[config.mk]
export PLATFORM = sky130hd
export DESIGN_NAME = ots_select
export DESIGN_NICKNAME = d
export VERILOG_FILES = /design/src/core/ots_pkg.sv /design/src/core/ots_select.sv
export VERILOG_INCLUDE_DIRS = /design/src /design/src/core
export SDC_FILE = /design/constraint.sdc
export NUM_CORES = 2
export LEC_CHECK = 0
export BUFFER_PORTS_ARGS = -buffer_cell sky130_fd_sc_hd__buf_2
export CAP_MARGIN = 20
export CORE_MARGIN = 4
export CORE_UTILIZATION = 25
export DETAILED_ROUTE_END_ITERATION = 8
export GPL_ROUTABILITY_DRIVEN = 0
export HOLD_SLACK_MARGIN = 0.03
export SLEW_MARGIN = 10
export SYNTH_ARGS = -nofsm -noshare
export SYNTH_HDL_FRONTEND = slang
export SYNTH_SLANG_ARGS = --single-unit
export TNS_END_PERCENT = 50
[constraint.sdc]
create_clock -name clk -period 8.77 [get_ports clk]
set_input_delay 0.877 -clock clk [delete_from_list [all_inputs] [get_ports clk]]
set_output_delay 0.877 -clock clk [all_outputs]
set_load 0.005 [all_outputs]
[src/core/ots_defs.svh]
// offsets, reset values and timing counts of the output terminal selector
`ifndef OTS_DEFS_SVH
`define OTS_DEFS_SVH
`define OTS_CLK_MHZ 50
`define OTS_POR_TIME_US 1000
`define OTS_POR_CYCLES (`OTS_POR_TIME_US * `OTS_CLK_MHZ)
`define OTS_NEG_BASE 8'h64
`define OTS_CODE_LIMIT 8'hC8
`define OTS_CODE_PULSE 7'h5D
`define OTS_PCT_WARN 7'h55
`define OTS_PCT_FULL 7'h64
`define OTS_SAME_AS_FWD 16'h270F
`define OTS_OFF_SEL0 8'h00
`define OTS_OFF_SEL1 8'h04
`define OTS_OFF_SEL2 8'h08
`define OTS_OFF_SENS 8'h0C
`define OTS_OFF_FU_FWD 8'h10
`define OTS_OFF_FU_REV 8'h14
`define OTS_OFF_OC_LVL 8'h18
`define OTS_OFF_OC_TIME 8'h1C
`define OTS_OFF_ZC_LVL 8'h20
`define OTS_OFF_ZC_TIME 8'h24
`define OTS_OFF_REGEN 8'h28
`define OTS_OFF_THERM 8'h2C
`define OTS_OFF_HEAT 8'h30
`define OTS_OFF_MAINT 8'h34
`define OTS_OFF_REMOTE 8'h38
`define OTS_OFF_START 8'h3C
`define OTS_OFF_CTRL 8'h40
`define OTS_OFF_STATUS 8'h44
`define OTS_RST_SEL0 8'h00
`define OTS_RST_SEL1 8'h04
`define OTS_RST_SEL2 8'h63
`define OTS_RST_SENS 7'h0A
`define OTS_RST_FU_FWD 16'h0258
`define OTS_RST_START 16'h0032
`define OTS_RST_LEVEL 16'hFFFF
`define OTS_RST_TIME 16'h0000
`define OTS_RESP_OKAY 2'h0
`define OTS_RESP_SLVERR 2'h2
`endif

[src/core/ots_pkg.sv]
// types shared by the output terminal selector
package ots_pkg;
  typedef logic [7:0] ots_code_t;
  typedef logic [15:0] ots_word_t;
  typedef enum logic [6:0] {
    OTS_C_ACTIVE = 7'h00, OTS_C_SPEED = 7'h01, OTS_C_OVERLOAD = 7'h03,
    OTS_C_FREQ = 7'h04, OTS_C_REGEN = 7'h07, OTS_C_THERMAL = 7'h08,
    OTS_C_READY = 7'h0B, OTS_C_OVERCUR = 7'h0C, OTS_C_ZEROCUR = 7'h0D,
    OTS_C_FB_LOW = 7'h0E, OTS_C_FB_HIGH = 7'h0F, OTS_C_PID_FWD = 7'h10,
    OTS_C_BRAKE = 7'h14, OTS_C_FAN = 7'h19, OTS_C_HEAT = 7'h1A,
    OTS_C_PLOSS = 7'h2E, OTS_C_PID_ON = 7'h2F, OTS_C_RETRY = 7'h40,
    OTS_C_WEAR = 7'h5A, OTS_C_HWFAULT = 7'h5B, OTS_C_PULSE = 7'h5D,
    OTS_C_MAINT = 7'h5F, OTS_C_REMOTE = 7'h60, OTS_C_MINOR = 7'h62,
    OTS_C_TRIP = 7'h63
  } ots_cond_t;
endpackage : ots_pkg

[src/core/ots_select.sv]
// output terminal function selector with axi4-lite register access
`timescale 1ns/10ps
`default_nettype none
`include "ots_defs.svh"

////////////////////////////////////////////////////////////////////////////
// What this block does
// - codes 0-99 give condition true-high; 100-199 same condition inverted
// - code 0/100: running with output frequency at or above start freq
// - code 1/101: output frequency within sensitivity band of set freq
// - code 3/103: high while stall prevention is active
// - code 4/104: frequency reached threshold, reverse threshold if set
// - code 7/107: regen duty at 85 percent of permitted duty
// - code 8/108: thermal at 85 percent; trip at 100 percent
// - code 11/111: ready after power-on reset, while start possible
// - code 12/112: current above level longer than detection time
// - code 13/113: current below level longer than detection time
// - codes 14/114, 15/115: feedback below low or above high limit
// - code 20/120: brake open request when brake sequence enabled
// - code 25/125: cooling fan fault
// - code 26/126: heatsink at about 85 percent of overheat level
// - code 46/146: power-failure deceleration running
// - code 90/190: any part nearing end of service life
// - code 91/191: internal circuit failure or wiring mistake fault
// - code 93/193: current and maintenance count pulse train; refused on relay
// - code 95/195: maintenance count at or above alarm threshold
// - code 96/196: terminal follows software remote output bit
// - code 98/198: fan failure or communication warning
// - code 99/199: trip held until fault reset
module ots_select #(
  parameter int NUM_TERM = 3,
  parameter int RELAY_IDX = 2,
  parameter int POR_CYCLES = `OTS_POR_CYCLES
) (
  input wire logic clk,
  input wire logic rst_n,
  input wire logic [7:0] s_axi_awaddr,
  input wire logic s_axi_awvalid,
  output logic s_axi_awready,
  input wire logic [31:0] s_axi_wdata,
  input wire logic [3:0] s_axi_wstrb,
  input wire logic s_axi_wvalid,
  output logic s_axi_wready,
  output logic [1:0] s_axi_bresp,
  output logic s_axi_bvalid,
  input wire logic s_axi_bready,
  input wire logic [7:0] s_axi_araddr,
  input wire logic s_axi_arvalid,
  output logic s_axi_arready,
  output logic [31:0] s_axi_rdata,
  output logic [1:0] s_axi_rresp,
  output logic s_axi_rvalid,
  input wire logic s_axi_rready,
  input wire logic running,
  input wire logic reverse,
  input wire logic [15:0] out_freq,
  input wire logic [15:0] set_freq,
  input wire logic [15:0] out_current,
  input wire logic [15:0] avg_current,
  input wire logic stall_active,
  input wire logic [15:0] regen_duty,
  input wire logic [15:0] thermal_acc,
  input wire logic [15:0] heatsink_temp,
  input wire logic fb_below_low,
  input wire logic fb_above_high,
  input wire logic pid_forward,
  input wire logic pid_active,
  input wire logic retry_active,
  input wire logic brake_seq_en,
  input wire logic brake_open,
  input wire logic fan_fault,
  input wire logic powerloss_decel,
  input wire logic [3:0] life_near_end,
  input wire logic hw_fault,
  input wire logic comm_warning,
  input wire logic fault_event,
  input wire logic [15:0] maint_count,
  output logic [NUM_TERM-1:0] term_out,
  output logic thermal_trip
);

  ////////////////////////////////////////////////////////////////////////////
  // register storage
  ots_pkg::ots_code_t sel [NUM_TERM];
  logic [6:0] sens;
  ots_pkg::ots_word_t fu_fwd, fu_rev, oc_lvl, oc_time, zc_lvl, zc_time;
  ots_pkg::ots_word_t regen_lim, therm_lim, heat_lim, maint_lim, start_freq;
  logic [NUM_TERM-1:0] remote;
  logic fault_clr;
  logic [7:0] aw_addr;
  logic [31:0] w_data;
  logic [3:0] w_strb;
  logic do_write;
  logic [31:0] new_val, upd_val;

  // decoded condition codes
  function automatic logic code_known(input logic [6:0] b);
    case (b)
      7'h00, 7'h01, 7'h03, 7'h04, 7'h07, 7'h08, 7'h0B, 7'h0C, 7'h0D,
      7'h0E, 7'h0F, 7'h10, 7'h14, 7'h19, 7'h1A, 7'h2E, 7'h2F, 7'h40,
      7'h5A, 7'h5B, 7'h5D, 7'h5F, 7'h60, 7'h62, 7'h63: code_known = 1'b1;
      default: code_known = 1'b0;
    endcase
  endfunction : code_known

  function automatic logic [6:0] code_base(input logic [7:0] c);
    if (c >= `OTS_NEG_BASE) begin
      code_base = 7'(c - `OTS_NEG_BASE);
    end else begin
      code_base = c[6:0];
    end
  endfunction : code_base

  function automatic logic code_ok(input logic [7:0] c, input logic relay);
    code_ok = (c < `OTS_CODE_LIMIT) && code_known(code_base(c))
      && !(relay && code_base(c) == `OTS_CODE_PULSE);
  endfunction : code_ok

  function automatic logic [31:0] merge(input logic [31:0] old,
                                        input logic [31:0] d,
                                        input logic [3:0] s);
    for (int i = 0; i < 4; i++) begin
      old[i*8 +: 8] = s[i] ? d[i*8 +: 8] : old[i*8 +: 8];
    end
    merge = old;
  endfunction : merge

  ////////////////////////////////////////////////////////////////////////////
  // axi4-lite write channel: address and data taken in either order
  always_ff @(posedge clk or negedge rst_n) begin
    if (!rst_n) begin
      s_axi_awready <= 1'b1;
      s_axi_wready <= 1'b1;
      s_axi_bvalid <= 1'b0;
      s_axi_bresp <= `OTS_RESP_OKAY;
      aw_addr <= 8'h00;
      w_data <= 32'h00000000;
      w_strb <= 4'h0;
    end else begin
      if (s_axi_awvalid && s_axi_awready) begin
        aw_addr <= s_axi_awaddr;
        s_axi_awready <= 1'b0;
      end
      if (s_axi_wvalid && s_axi_wready) begin
        w_data <= s_axi_wdata;
        w_strb <= s_axi_wstrb;
        s_axi_wready <= 1'b0;
      end
      if (do_write) begin
        s_axi_bvalid <= 1'b1;
        s_axi_bresp <= wr_resp(aw_addr, new_val);
      end
      if (s_axi_bvalid && s_axi_bready) begin
        s_axi_bvalid <= 1'b0;
        s_axi_awready <= 1'b1;
        s_axi_wready <= 1'b1;
      end
    end
  end

  assign do_write = !s_axi_awready && !s_axi_wready && !s_axi_bvalid;
  assign new_val = merge(32'h00000000, w_data, w_strb);
  assign upd_val = merge(rd_word(aw_addr), w_data, w_strb);
  // unmapped, read-only or refused selection writes answer slverr
  function automatic logic [1:0] wr_resp(input logic [7:0] a,
                                         input logic [31:0] v);
    case (a)
      `OTS_OFF_SEL0: wr_resp = code_ok(v[7:0], RELAY_IDX == 0)
        ? `OTS_RESP_OKAY : `OTS_RESP_SLVERR;
      `OTS_OFF_SEL1: wr_resp = code_ok(v[7:0], RELAY_IDX == 1)
        ? `OTS_RESP_OKAY : `OTS_RESP_SLVERR;
      `OTS_OFF_SEL2: wr_resp = code_ok(v[7:0], RELAY_IDX == 2)
        ? `OTS_RESP_OKAY : `OTS_RESP_SLVERR;
      `OTS_OFF_SENS, `OTS_OFF_FU_FWD, `OTS_OFF_FU_REV, `OTS_OFF_OC_LVL,
      `OTS_OFF_OC_TIME, `OTS_OFF_ZC_LVL, `OTS_OFF_ZC_TIME, `OTS_OFF_REGEN,
      `OTS_OFF_THERM, `OTS_OFF_HEAT, `OTS_OFF_MAINT, `OTS_OFF_REMOTE,
      `OTS_OFF_START, `OTS_OFF_CTRL: wr_resp = `OTS_RESP_OKAY;
      default: wr_resp = `OTS_RESP_SLVERR;
    endcase
  endfunction : wr_resp

  ////////////////////////////////////////////////////////////////////////////
  // register writes; a refused selection code keeps the old one
  genvar t;
  generate
    for (t = 0; t < NUM_TERM; t++) begin : g_sel
      localparam logic [7:0] OFF = 8'(t * 4);
      localparam ots_pkg::ots_code_t RST = (t == 0) ? `OTS_RST_SEL0 :
        (t == 1) ? `OTS_RST_SEL1 : `OTS_RST_SEL2;
      always_ff @(posedge clk or negedge rst_n) begin
        if (!rst_n) begin
          sel[t] <= RST;
        end else if (do_write && aw_addr == OFF && w_strb[0]
                     && code_ok(new_val[7:0], t == RELAY_IDX)) begin
          sel[t] <= new_val[7:0];
        end
      end
    end
  endgenerate

  always_ff @(posedge clk or negedge rst_n) begin
    if (!rst_n) begin
      sens <= `OTS_RST_SENS;
      fu_fwd <= `OTS_RST_FU_FWD;
      fu_rev <= `OTS_SAME_AS_FWD;
      oc_lvl <= `OTS_RST_LEVEL;
      oc_time <= `OTS_RST_TIME;
      zc_lvl <= `OTS_RST_TIME;
      zc_time <= `OTS_RST_TIME;
      regen_lim <= `OTS_RST_LEVEL;
      therm_lim <= `OTS_RST_LEVEL;
      heat_lim <= `OTS_RST_LEVEL;
      maint_lim <= `OTS_RST_LEVEL;
      remote <= '0;
      start_freq <= `OTS_RST_START;
    end else if (do_write) begin
      case (aw_addr)
        `OTS_OFF_SENS: sens <= upd_val[6:0];
        `OTS_OFF_FU_FWD: fu_fwd <= upd_val[15:0];
        `OTS_OFF_FU_REV: fu_rev <= upd_val[15:0];
        `OTS_OFF_OC_LVL: oc_lvl <= upd_val[15:0];
        `OTS_OFF_OC_TIME: oc_time <= upd_val[15:0];
        `OTS_OFF_ZC_LVL: zc_lvl <= upd_val[15:0];
        `OTS_OFF_ZC_TIME: zc_time <= upd_val[15:0];
        `OTS_OFF_REGEN: regen_lim <= upd_val[15:0];
        `OTS_OFF_THERM: therm_lim <= upd_val[15:0];
        `OTS_OFF_HEAT: heat_lim <= upd_val[15:0];
        `OTS_OFF_MAINT: maint_lim <= upd_val[15:0];
        `OTS_OFF_REMOTE: remote <= upd_val[NUM_TERM-1:0];
        `OTS_OFF_START: start_freq <= upd_val[15:0];
        default: ;
      endcase
    end
  end

  assign fault_clr = do_write && aw_addr == `OTS_OFF_CTRL && w_strb[0]
    && w_data[0];

  ////////////////////////////////////////////////////////////////////////////
  // condition generation
  logic [99:0] cond;
  logic [23:0] diff_x100, band, pct_regen, pct_therm, pct_heat;
  logic [15:0] fdiff, fu_thr, oc_cnt, zc_cnt, pwm_cnt;
  logic [31:0] por_cnt;
  logic por_done, trip, pulse_bit;

  assign fdiff = (out_freq > set_freq) ? out_freq - set_freq
    : set_freq - out_freq;
  assign diff_x100 = 24'(fdiff) * 24'(`OTS_PCT_FULL);
  assign band = 24'(set_freq) * 24'(sens);
  assign fu_thr = (reverse && fu_rev != `OTS_SAME_AS_FWD) ? fu_rev : fu_fwd;
  assign pct_regen = 24'(regen_lim) * 24'(`OTS_PCT_WARN);
  assign pct_therm = 24'(therm_lim) * 24'(`OTS_PCT_WARN);
  assign pct_heat = 24'(heat_lim) * 24'(`OTS_PCT_WARN);

  // detection timers count control cycles and saturate
  always_ff @(posedge clk or negedge rst_n) begin
    if (!rst_n) begin
      oc_cnt <= 16'h0000;
      zc_cnt <= 16'h0000;
    end else begin
      oc_cnt <= (out_current <= oc_lvl) ? 16'h0000 :
        (oc_cnt == 16'hFFFF) ? oc_cnt : oc_cnt + 16'h0001;
      zc_cnt <= (out_current >= zc_lvl) ? 16'h0000 :
        (zc_cnt == 16'hFFFF) ? zc_cnt : zc_cnt + 16'h0001;
    end
  end

  always_ff @(posedge clk or negedge rst_n) begin
    if (!rst_n) begin
      por_cnt <= 32'h00000000;
      por_done <= 1'b0;
    end else if (!por_done) begin
      por_cnt <= por_cnt + 32'h00000001;
      por_done <= (por_cnt >= 32'(POR_CYCLES - 1));
    end
  end

  // trip holds until software reset; a new fault beats the clear
  always_ff @(posedge clk or negedge rst_n) begin
    if (!rst_n) begin
      trip <= 1'b0;
      thermal_trip <= 1'b0;
    end else begin
      thermal_trip <= thermal_acc >= therm_lim;
      if (fault_event || hw_fault || thermal_trip) begin
        trip <= 1'b1;
      end else if (fault_clr) begin
        trip <= 1'b0;
      end
    end
  end

  // pulse train: current average in one half, maintenance count in the other
  always_ff @(posedge clk or negedge rst_n) begin
    if (!rst_n) begin
      pwm_cnt <= 16'h0000;
    end else begin
      pwm_cnt <= pwm_cnt + 16'h0001;
    end
  end
  assign pulse_bit = pwm_cnt[15] ? (pwm_cnt[7:0] < maint_count[15:8])
    : (pwm_cnt[7:0] < avg_current[15:8]);

  always_comb begin
    cond = '0;
    cond[ots_pkg::OTS_C_ACTIVE] = running && out_freq >= start_freq;
    cond[ots_pkg::OTS_C_SPEED] = running && diff_x100 <= band;
    cond[ots_pkg::OTS_C_OVERLOAD] = stall_active;
    cond[ots_pkg::OTS_C_FREQ] = out_freq >= fu_thr;
    cond[ots_pkg::OTS_C_REGEN] =
      24'(regen_duty) * 24'(`OTS_PCT_FULL) >= pct_regen;
    cond[ots_pkg::OTS_C_THERMAL] =
      24'(thermal_acc) * 24'(`OTS_PCT_FULL) >= pct_therm;
    cond[ots_pkg::OTS_C_READY] = por_done && !trip;
    cond[ots_pkg::OTS_C_OVERCUR] = oc_cnt > oc_time;
    cond[ots_pkg::OTS_C_ZEROCUR] = zc_cnt > zc_time;
    cond[ots_pkg::OTS_C_FB_LOW] = fb_below_low;
    cond[ots_pkg::OTS_C_FB_HIGH] = fb_above_high;
    cond[ots_pkg::OTS_C_PID_FWD] = pid_forward;
    cond[ots_pkg::OTS_C_BRAKE] = brake_seq_en && brake_open;
    cond[ots_pkg::OTS_C_FAN] = fan_fault;
    cond[ots_pkg::OTS_C_HEAT] =
      24'(heatsink_temp) * 24'(`OTS_PCT_FULL) >= pct_heat;
    cond[ots_pkg::OTS_C_PLOSS] = powerloss_decel;
    cond[ots_pkg::OTS_C_PID_ON] = pid_active;
    cond[ots_pkg::OTS_C_RETRY] = retry_active;
    cond[ots_pkg::OTS_C_WEAR] = |life_near_end;
    cond[ots_pkg::OTS_C_HWFAULT] = hw_fault;
    cond[ots_pkg::OTS_C_PULSE] = pulse_bit;
    cond[ots_pkg::OTS_C_MAINT] = maint_count >= maint_lim;
    cond[ots_pkg::OTS_C_MINOR] = fan_fault || comm_warning;
    cond[ots_pkg::OTS_C_TRIP] = trip;
  end

  ////////////////////////////////////////////////////////////////////////////
  // terminal drivers
  generate
    for (t = 0; t < NUM_TERM; t++) begin : g_term
      always_ff @(posedge clk or negedge rst_n) begin
        if (!rst_n) begin
          term_out[t] <= 1'b0;
        end else if (!code_ok(sel[t], t == RELAY_IDX)) begin
          term_out[t] <= 1'b0;
        end else if (code_base(sel[t]) == ots_pkg::OTS_C_REMOTE) begin
          term_out[t] <= remote[t] ^ (sel[t] >= `OTS_NEG_BASE);
        end else begin
          term_out[t] <= cond[code_base(sel[t])]
            ^ (sel[t] >= `OTS_NEG_BASE);
        end
      end
    end
  endgenerate

  ////////////////////////////////////////////////////////////////////////////
  // axi4-lite read channel
  function automatic logic [31:0] rd_word(input logic [7:0] a);
    case (a)
      `OTS_OFF_SEL0: rd_word = {24'h0, sel[0]};
      `OTS_OFF_SEL1: rd_word = {24'h0, sel[1]};
      `OTS_OFF_SEL2: rd_word = {24'h0, sel[2]};
      `OTS_OFF_SENS: rd_word = {25'h0, sens};
      `OTS_OFF_FU_FWD: rd_word = {16'h0, fu_fwd};
      `OTS_OFF_FU_REV: rd_word = {16'h0, fu_rev};
      `OTS_OFF_OC_LVL: rd_word = {16'h0, oc_lvl};
      `OTS_OFF_OC_TIME: rd_word = {16'h0, oc_time};
      `OTS_OFF_ZC_LVL: rd_word = {16'h0, zc_lvl};
      `OTS_OFF_ZC_TIME: rd_word = {16'h0, zc_time};
      `OTS_OFF_REGEN: rd_word = {16'h0, regen_lim};
      `OTS_OFF_THERM: rd_word = {16'h0, therm_lim};
      `OTS_OFF_HEAT: rd_word = {16'h0, heat_lim};
      `OTS_OFF_MAINT: rd_word = {16'h0, maint_lim};
      `OTS_OFF_REMOTE: rd_word = 32'(remote);
      `OTS_OFF_START: rd_word = {16'h0, start_freq};
      `OTS_OFF_CTRL: rd_word = 32'h00000000;
      `OTS_OFF_STATUS: rd_word = {16'(term_out), 13'h0, por_done,
                                 thermal_trip, trip};
      default: rd_word = 32'h00000000;
    endcase
  endfunction : rd_word

  function automatic logic rd_mapped(input logic [7:0] a);
    rd_mapped = a <= `OTS_OFF_STATUS && a[1:0] == 2'h0;
  endfunction : rd_mapped

  always_ff @(posedge clk or negedge rst_n) begin
    if (!rst_n) begin
      s_axi_arready <= 1'b1;
      s_axi_rvalid <= 1'b0;
      s_axi_rdata <= 32'h00000000;
      s_axi_rresp <= `OTS_RESP_OKAY;
    end else if (s_axi_arvalid && s_axi_arready) begin
      s_axi_arready <= 1'b0;
      s_axi_rvalid <= 1'b1;
      s_axi_rdata <= rd_word(s_axi_araddr);
      s_axi_rresp <= rd_mapped(s_axi_araddr) ? `OTS_RESP_OKAY
        : `OTS_RESP_SLVERR;
    end else if (s_axi_rvalid && s_axi_rready) begin
      s_axi_rvalid <= 1'b0;
      s_axi_arready <= 1'b1;
    end
  end

endmodule : ots_select
`default_nettype wire

==> impl_metrics.prom <==
# TYPE chip_impl_metric gauge
chip_impl_metric{name="setup_viol",unit=""} 0
chip_impl_metric{name="placed_cell_area",unit="sq um"} 45100
chip_impl_metric{name="power.ir.vdd_worst",unit="mV"} 0.202
chip_impl_info{name="ys_dominant_reg_cell",value="dfrtp_1"} 1
chip_impl_metric{name="post_synth_num_cell_types",unit=""} 92
chip_impl_metric{name="via_per_inst",unit=""} 4.92
chip_impl_metric{name="cts-buffers-inserted",unit=""} 40
chip_impl_metric{name="synth_area_per_cell",unit="sq um"} 8.43
chip_impl_metric{name="worst_clock_skew_on_the_final_layout",unit="ps"} 25.4
chip_impl_info{name="grt_setup_unrepaired",value="false"} 1
chip_impl_metric{name="timing.final.crit_share",unit="%"} 93.0
chip_impl_metric{name="postRouteWirelength",unit="mm"} 133
chip_impl_info{name="crit_path_max_delay_cell_type",value="fa_1"} 1
chip_impl_metric{name="worst_hold_slack",unit="ps"} 289
chip_impl_metric{name="finalInstanceArea",unit="sq um"} 46800
chip_impl_metric{name="globalRouteOverflowTotal",unit=""} 0
chip_impl_metric{name="finish.utilization",unit="%"} 28.6
chip_impl_metric{name="r2r_cells",unit=""} 29
chip_impl_info{name="crit_path_end_kind",value="flop"} 1
chip_impl_metric{name="slew_viol_final",unit=""} 0
chip_impl_metric{name="period_minus_slack",unit="ps"} 8160
chip_impl_metric{name="internal_power",unit="uW"} 5740
chip_impl_metric{name="net_sw_share",unit="%"} 46.0
chip_impl_info{name="failed_checks",value="DRC"} 1
chip_impl_info{name="post-synth-top-area-cell",value="ha_1"} 1
chip_impl_metric{name="num-fill-cells",unit=""} 17400
chip_impl_metric{name="cap_viol_max_count",unit=""} 0
chip_impl_info{name="synth_top_cells_by_area",value="ha_1 21%, dfrtp_1 15%, fa_1 9.1%"} 1
chip_impl_metric{name="dp.final_hpwl",unit="mm"} 110
chip_impl_metric{name="combPwrFrac",unit="%"} 59.2
chip_impl_metric{name="grt_start_max_net_pins",unit=""} 142
chip_impl_metric{name="power_per_cell_area",unit="nW/um^2"} 227
chip_impl_metric{name="synth_top_cell_area_share",unit="%"} 20.8
chip_impl_metric{name="route.vias.total",unit=""} 35900
chip_impl_info{name="worstSetupStartpoint",value="out_freq[0]"} 1
chip_impl_metric{name="grt_pass1_wl",unit="mm"} 206
chip_impl_info{name="worstSetupStartpointType",value="primary input"} 1
chip_impl_metric{name="cp_data_arrival_time",unit="ps"} 8600
chip_impl_metric{name="combined_area_of_the_multi_input_logic_cells",unit="sq um"} 28900
chip_impl_metric{name="post_route_cells_drive_above_1_share",unit="%"} 11.2
chip_impl_info{name="cts_tree",value="built"} 1
chip_impl_metric{name="synth-async-reset-ratio",unit="%"} 100
chip_impl_metric{name="share_of_power_burned_in_the_clock_network",unit="%"} 17.4
chip_impl_metric{name="die_h",unit="microns"} 414
chip_impl_metric{name="ff2ff_setup_slack",unit="ps"} 1020
chip_impl_metric{name="synth_seq_area_share",unit="%"} 21.4
chip_impl_metric{name="htree_levels",unit=""} 2
chip_impl_info{name="worstSetupPathType",value="primary input to flop"} 1
chip_impl_metric{name="numClockSinks",unit=""} 348
chip_impl_metric{name="floorplan.initialDensity",unit="%"} 25.3
chip_impl_metric{name="synth-edff-count",unit=""} 0
chip_impl_info{name="largest_registers",value="por_cnt (32), sel (24), s_axi_rdata (19)"} 1
chip_impl_metric{name="clock.fmax",unit="MHz"} 123
chip_impl_metric{name="core.rowCount",unit=""} 148
chip_impl_metric{name="sequential_cell_area",unit="sq um"} 8840
chip_impl_metric{name="design.core.area",unit="sq um"} 163000
chip_impl_metric{name="clk_pin_slew",unit="ps"} 60
chip_impl_metric{name="antenna_left",unit=""} 0
chip_impl_info{name="timing.hold.worst.class",value="primary input to asynchronous set/reset pin"} 1
chip_impl_metric{name="number_of_global_route_vias_before_repair",unit=""} 35800
chip_impl_info{name="r2r-end",value="term_out[2]"} 1
chip_impl_metric{name="detail_route.wl_per_cell",unit="microns"} 18.2
chip_impl_info{name="run_status",value="complete, but fails checks"} 1
chip_impl_metric{name="first_pass_iters",unit=""} 9
chip_impl_metric{name="worst_tran_pin_value",unit="ps"} 1160
chip_impl_metric{name="clk-insertion-delay-late",unit="ps"} 580
chip_impl_metric{name="die_w",unit="microns"} 414
chip_impl_metric{name="groute.usage.overall",unit="%"} 15.1
chip_impl_metric{name="syn_inst",unit=""} 4890
chip_impl_metric{name="antenna_found_initial",unit=""} 45
chip_impl_metric{name="critical_path.max_stage_delay",unit="ps"} 440
chip_impl_metric{name="netlist_area",unit="sq um"} 41200
chip_impl_info{name="clock-root-buffer",value="clkbuf_16"} 1
chip_impl_metric{name="p_sw",unit="uW"} 4900
chip_impl_metric{name="power.static_leakage",unit="uW"} 0.0223
chip_impl_metric{name="drtIter0Drc",unit=""} 2587
chip_impl_metric{name="final.setup.tns",unit="ps"} 0
chip_impl_metric{name="synthesis.yosys.warnings",unit=""} 0
chip_impl_metric{name="flow.area_growth_from_synthesis",unit="%"} 13.4
chip_impl_metric{name="drt_drc_violations_left",unit=""} 11
chip_impl_metric{name="pwr-share-seq",unit="%"} 23.4
chip_impl_info{name="crit-reg2reg-launch",value="sens[6]"} 1
chip_impl_metric{name="worstPathRequired",unit="ps"} 9220
chip_impl_metric{name="die_area",unit="sq um"} 172000
chip_impl_metric{name="ctsLongestPathBuffers",unit=""} 3
chip_impl_metric{name="synth_seq_cells",unit=""} 348
chip_impl_metric{name="finalHoldViolCount",unit=""} 0
chip_impl_metric{name="worst_slew_margin_rel",unit="%"} 21.9
chip_impl_metric{name="buffer_ports.inserted",unit=""} 209
chip_impl_metric{name="finalNetCount",unit=""} 6164
chip_impl_metric{name="finalPower",unit="uW"} 10600
chip_impl_metric{name="flip_flop_count_of_the_largest_register_all_copies_and_words_added",unit=""} 32
chip_impl_info{name="top_register",value="por_cnt"} 1
chip_impl_metric{name="io_pins",unit=""} 251
chip_impl_metric{name="critical_path.max_fanout",unit=""} 14
## logic make-up (layout without fill, tap and decap cells)
family / count (synthesis) / in the layout / synth area share, %
adder cells (fa/ha/maj): 874 / 874 / 29.9
XOR/XNOR: 211 / 211 / 4.48
AND/OR/NAND/NOR: 1294 / 1294 / 15.0
AO/OA/AOI/OAI: 1078 / 1078 / 17.1
other: 1 / 34 / 0.00909
buffers and inverters: 963 / 1175 / 8.92
multiplexers: 121 / 121 / 3.17
flip-flops: 348 / 348 / 21.4
## layout by cell type, fill, tap and decap left out, drive strengths merged, types with 105 or more instances in the layout
cell / n
buf: 303
nand2: 492
nand3: 123
nor2: 239
o21ai: 330
a21oi: 198
inv: 799
dfrtp: 243
fa: 187
dfstp: 105
xnor2: 125
ha: 687
## metal layers
layer / vias up / part of all wire (%) / routed length [microns] / GRT usage (%)
met5: - / 0.11 / 142 / 0
met4: 20 / 5.8 / 7700 / 7.05
met3: 354 / 7.9 / 10500 / 3.52
met2: 1244 / 46 / 60900 / 25.1
met1: 17000 / 41 / 54100 / 18.4
li1: 17300 / - / - / -
## worst max-delay path by stage
stage	slack [ps]	cells past startpoint	to
finish	610	43	term_out[2]
global route	10	43	term_out[2]
detailed placement	10	42	term_out[2]
CTS	570	40	term_out[0]
global placement	20	43	term_out[2]
floorplan	330	39	term_out[0]
## power groups by stage
stage	Clock, uW	Sequential (uW)	Combinational (uW)
after global routing	1960	2510	7260
after floorplan	0	2150	4660
after global placement	0	2480	6110
final	1850	2490	6300
after CTS	1890	2460	6340
after detailed placement	0	2490	6300
## area by class of cell
class | count | share of cell area [%]
inverters | 797 | 6.39
clock buffers | 56 | 2.50
multi-input cells | 3593 | 61.7
flip-flops and latches | 348 | 18.9
diodes | 19 | 0.102
clock inverters | 18 | 0.631
well taps | 2175 | 5.82
repair buffers | 304 | 3.97
## per-stage QoR
step | std cells | setup WS, ps
finish | 7310 | 614
global route | 7296 | 14.7
CTS | 7283 | 570
detailed placement | 7209 | 12.5
global placement | 7208 | 25.0
floorplan | 4904 | 329
## worst max-delay path, delay by kind of cell
family,cells,cell delay (ps)
xor+xnor,2,330
fa+ha+maj,6,1890
compound gates,18,3120
buf+inv,8,980
simple gates,8,1150
mux,1,230
## Yosys cell counts, types with 54 or more instances
library cell    n
a21o_1         78
clkbuf_1      141
a22oi_1        72
and2_1         57
nand3_1       123
o21ai_0       327
nor3_1         77
a221oi_1       54
a21oi_1       196
dfrtp_1       243
dfstp_2       105
ha_1          687
nand2_1       491
mux2i_1        75
nand4_1        69
xnor2_1       125
inv_1         796
fa_1          187
nor2_1        238
xor2_1         86
## timing repair
action | in CTS | in global routing
endpoints found under the setup margin | 0 | 2
hold buffers | 0 | 0
gates resized for setup | 0 | 1
buffers inserted | 0 | 0
Power figures use the tool's default switching activity.
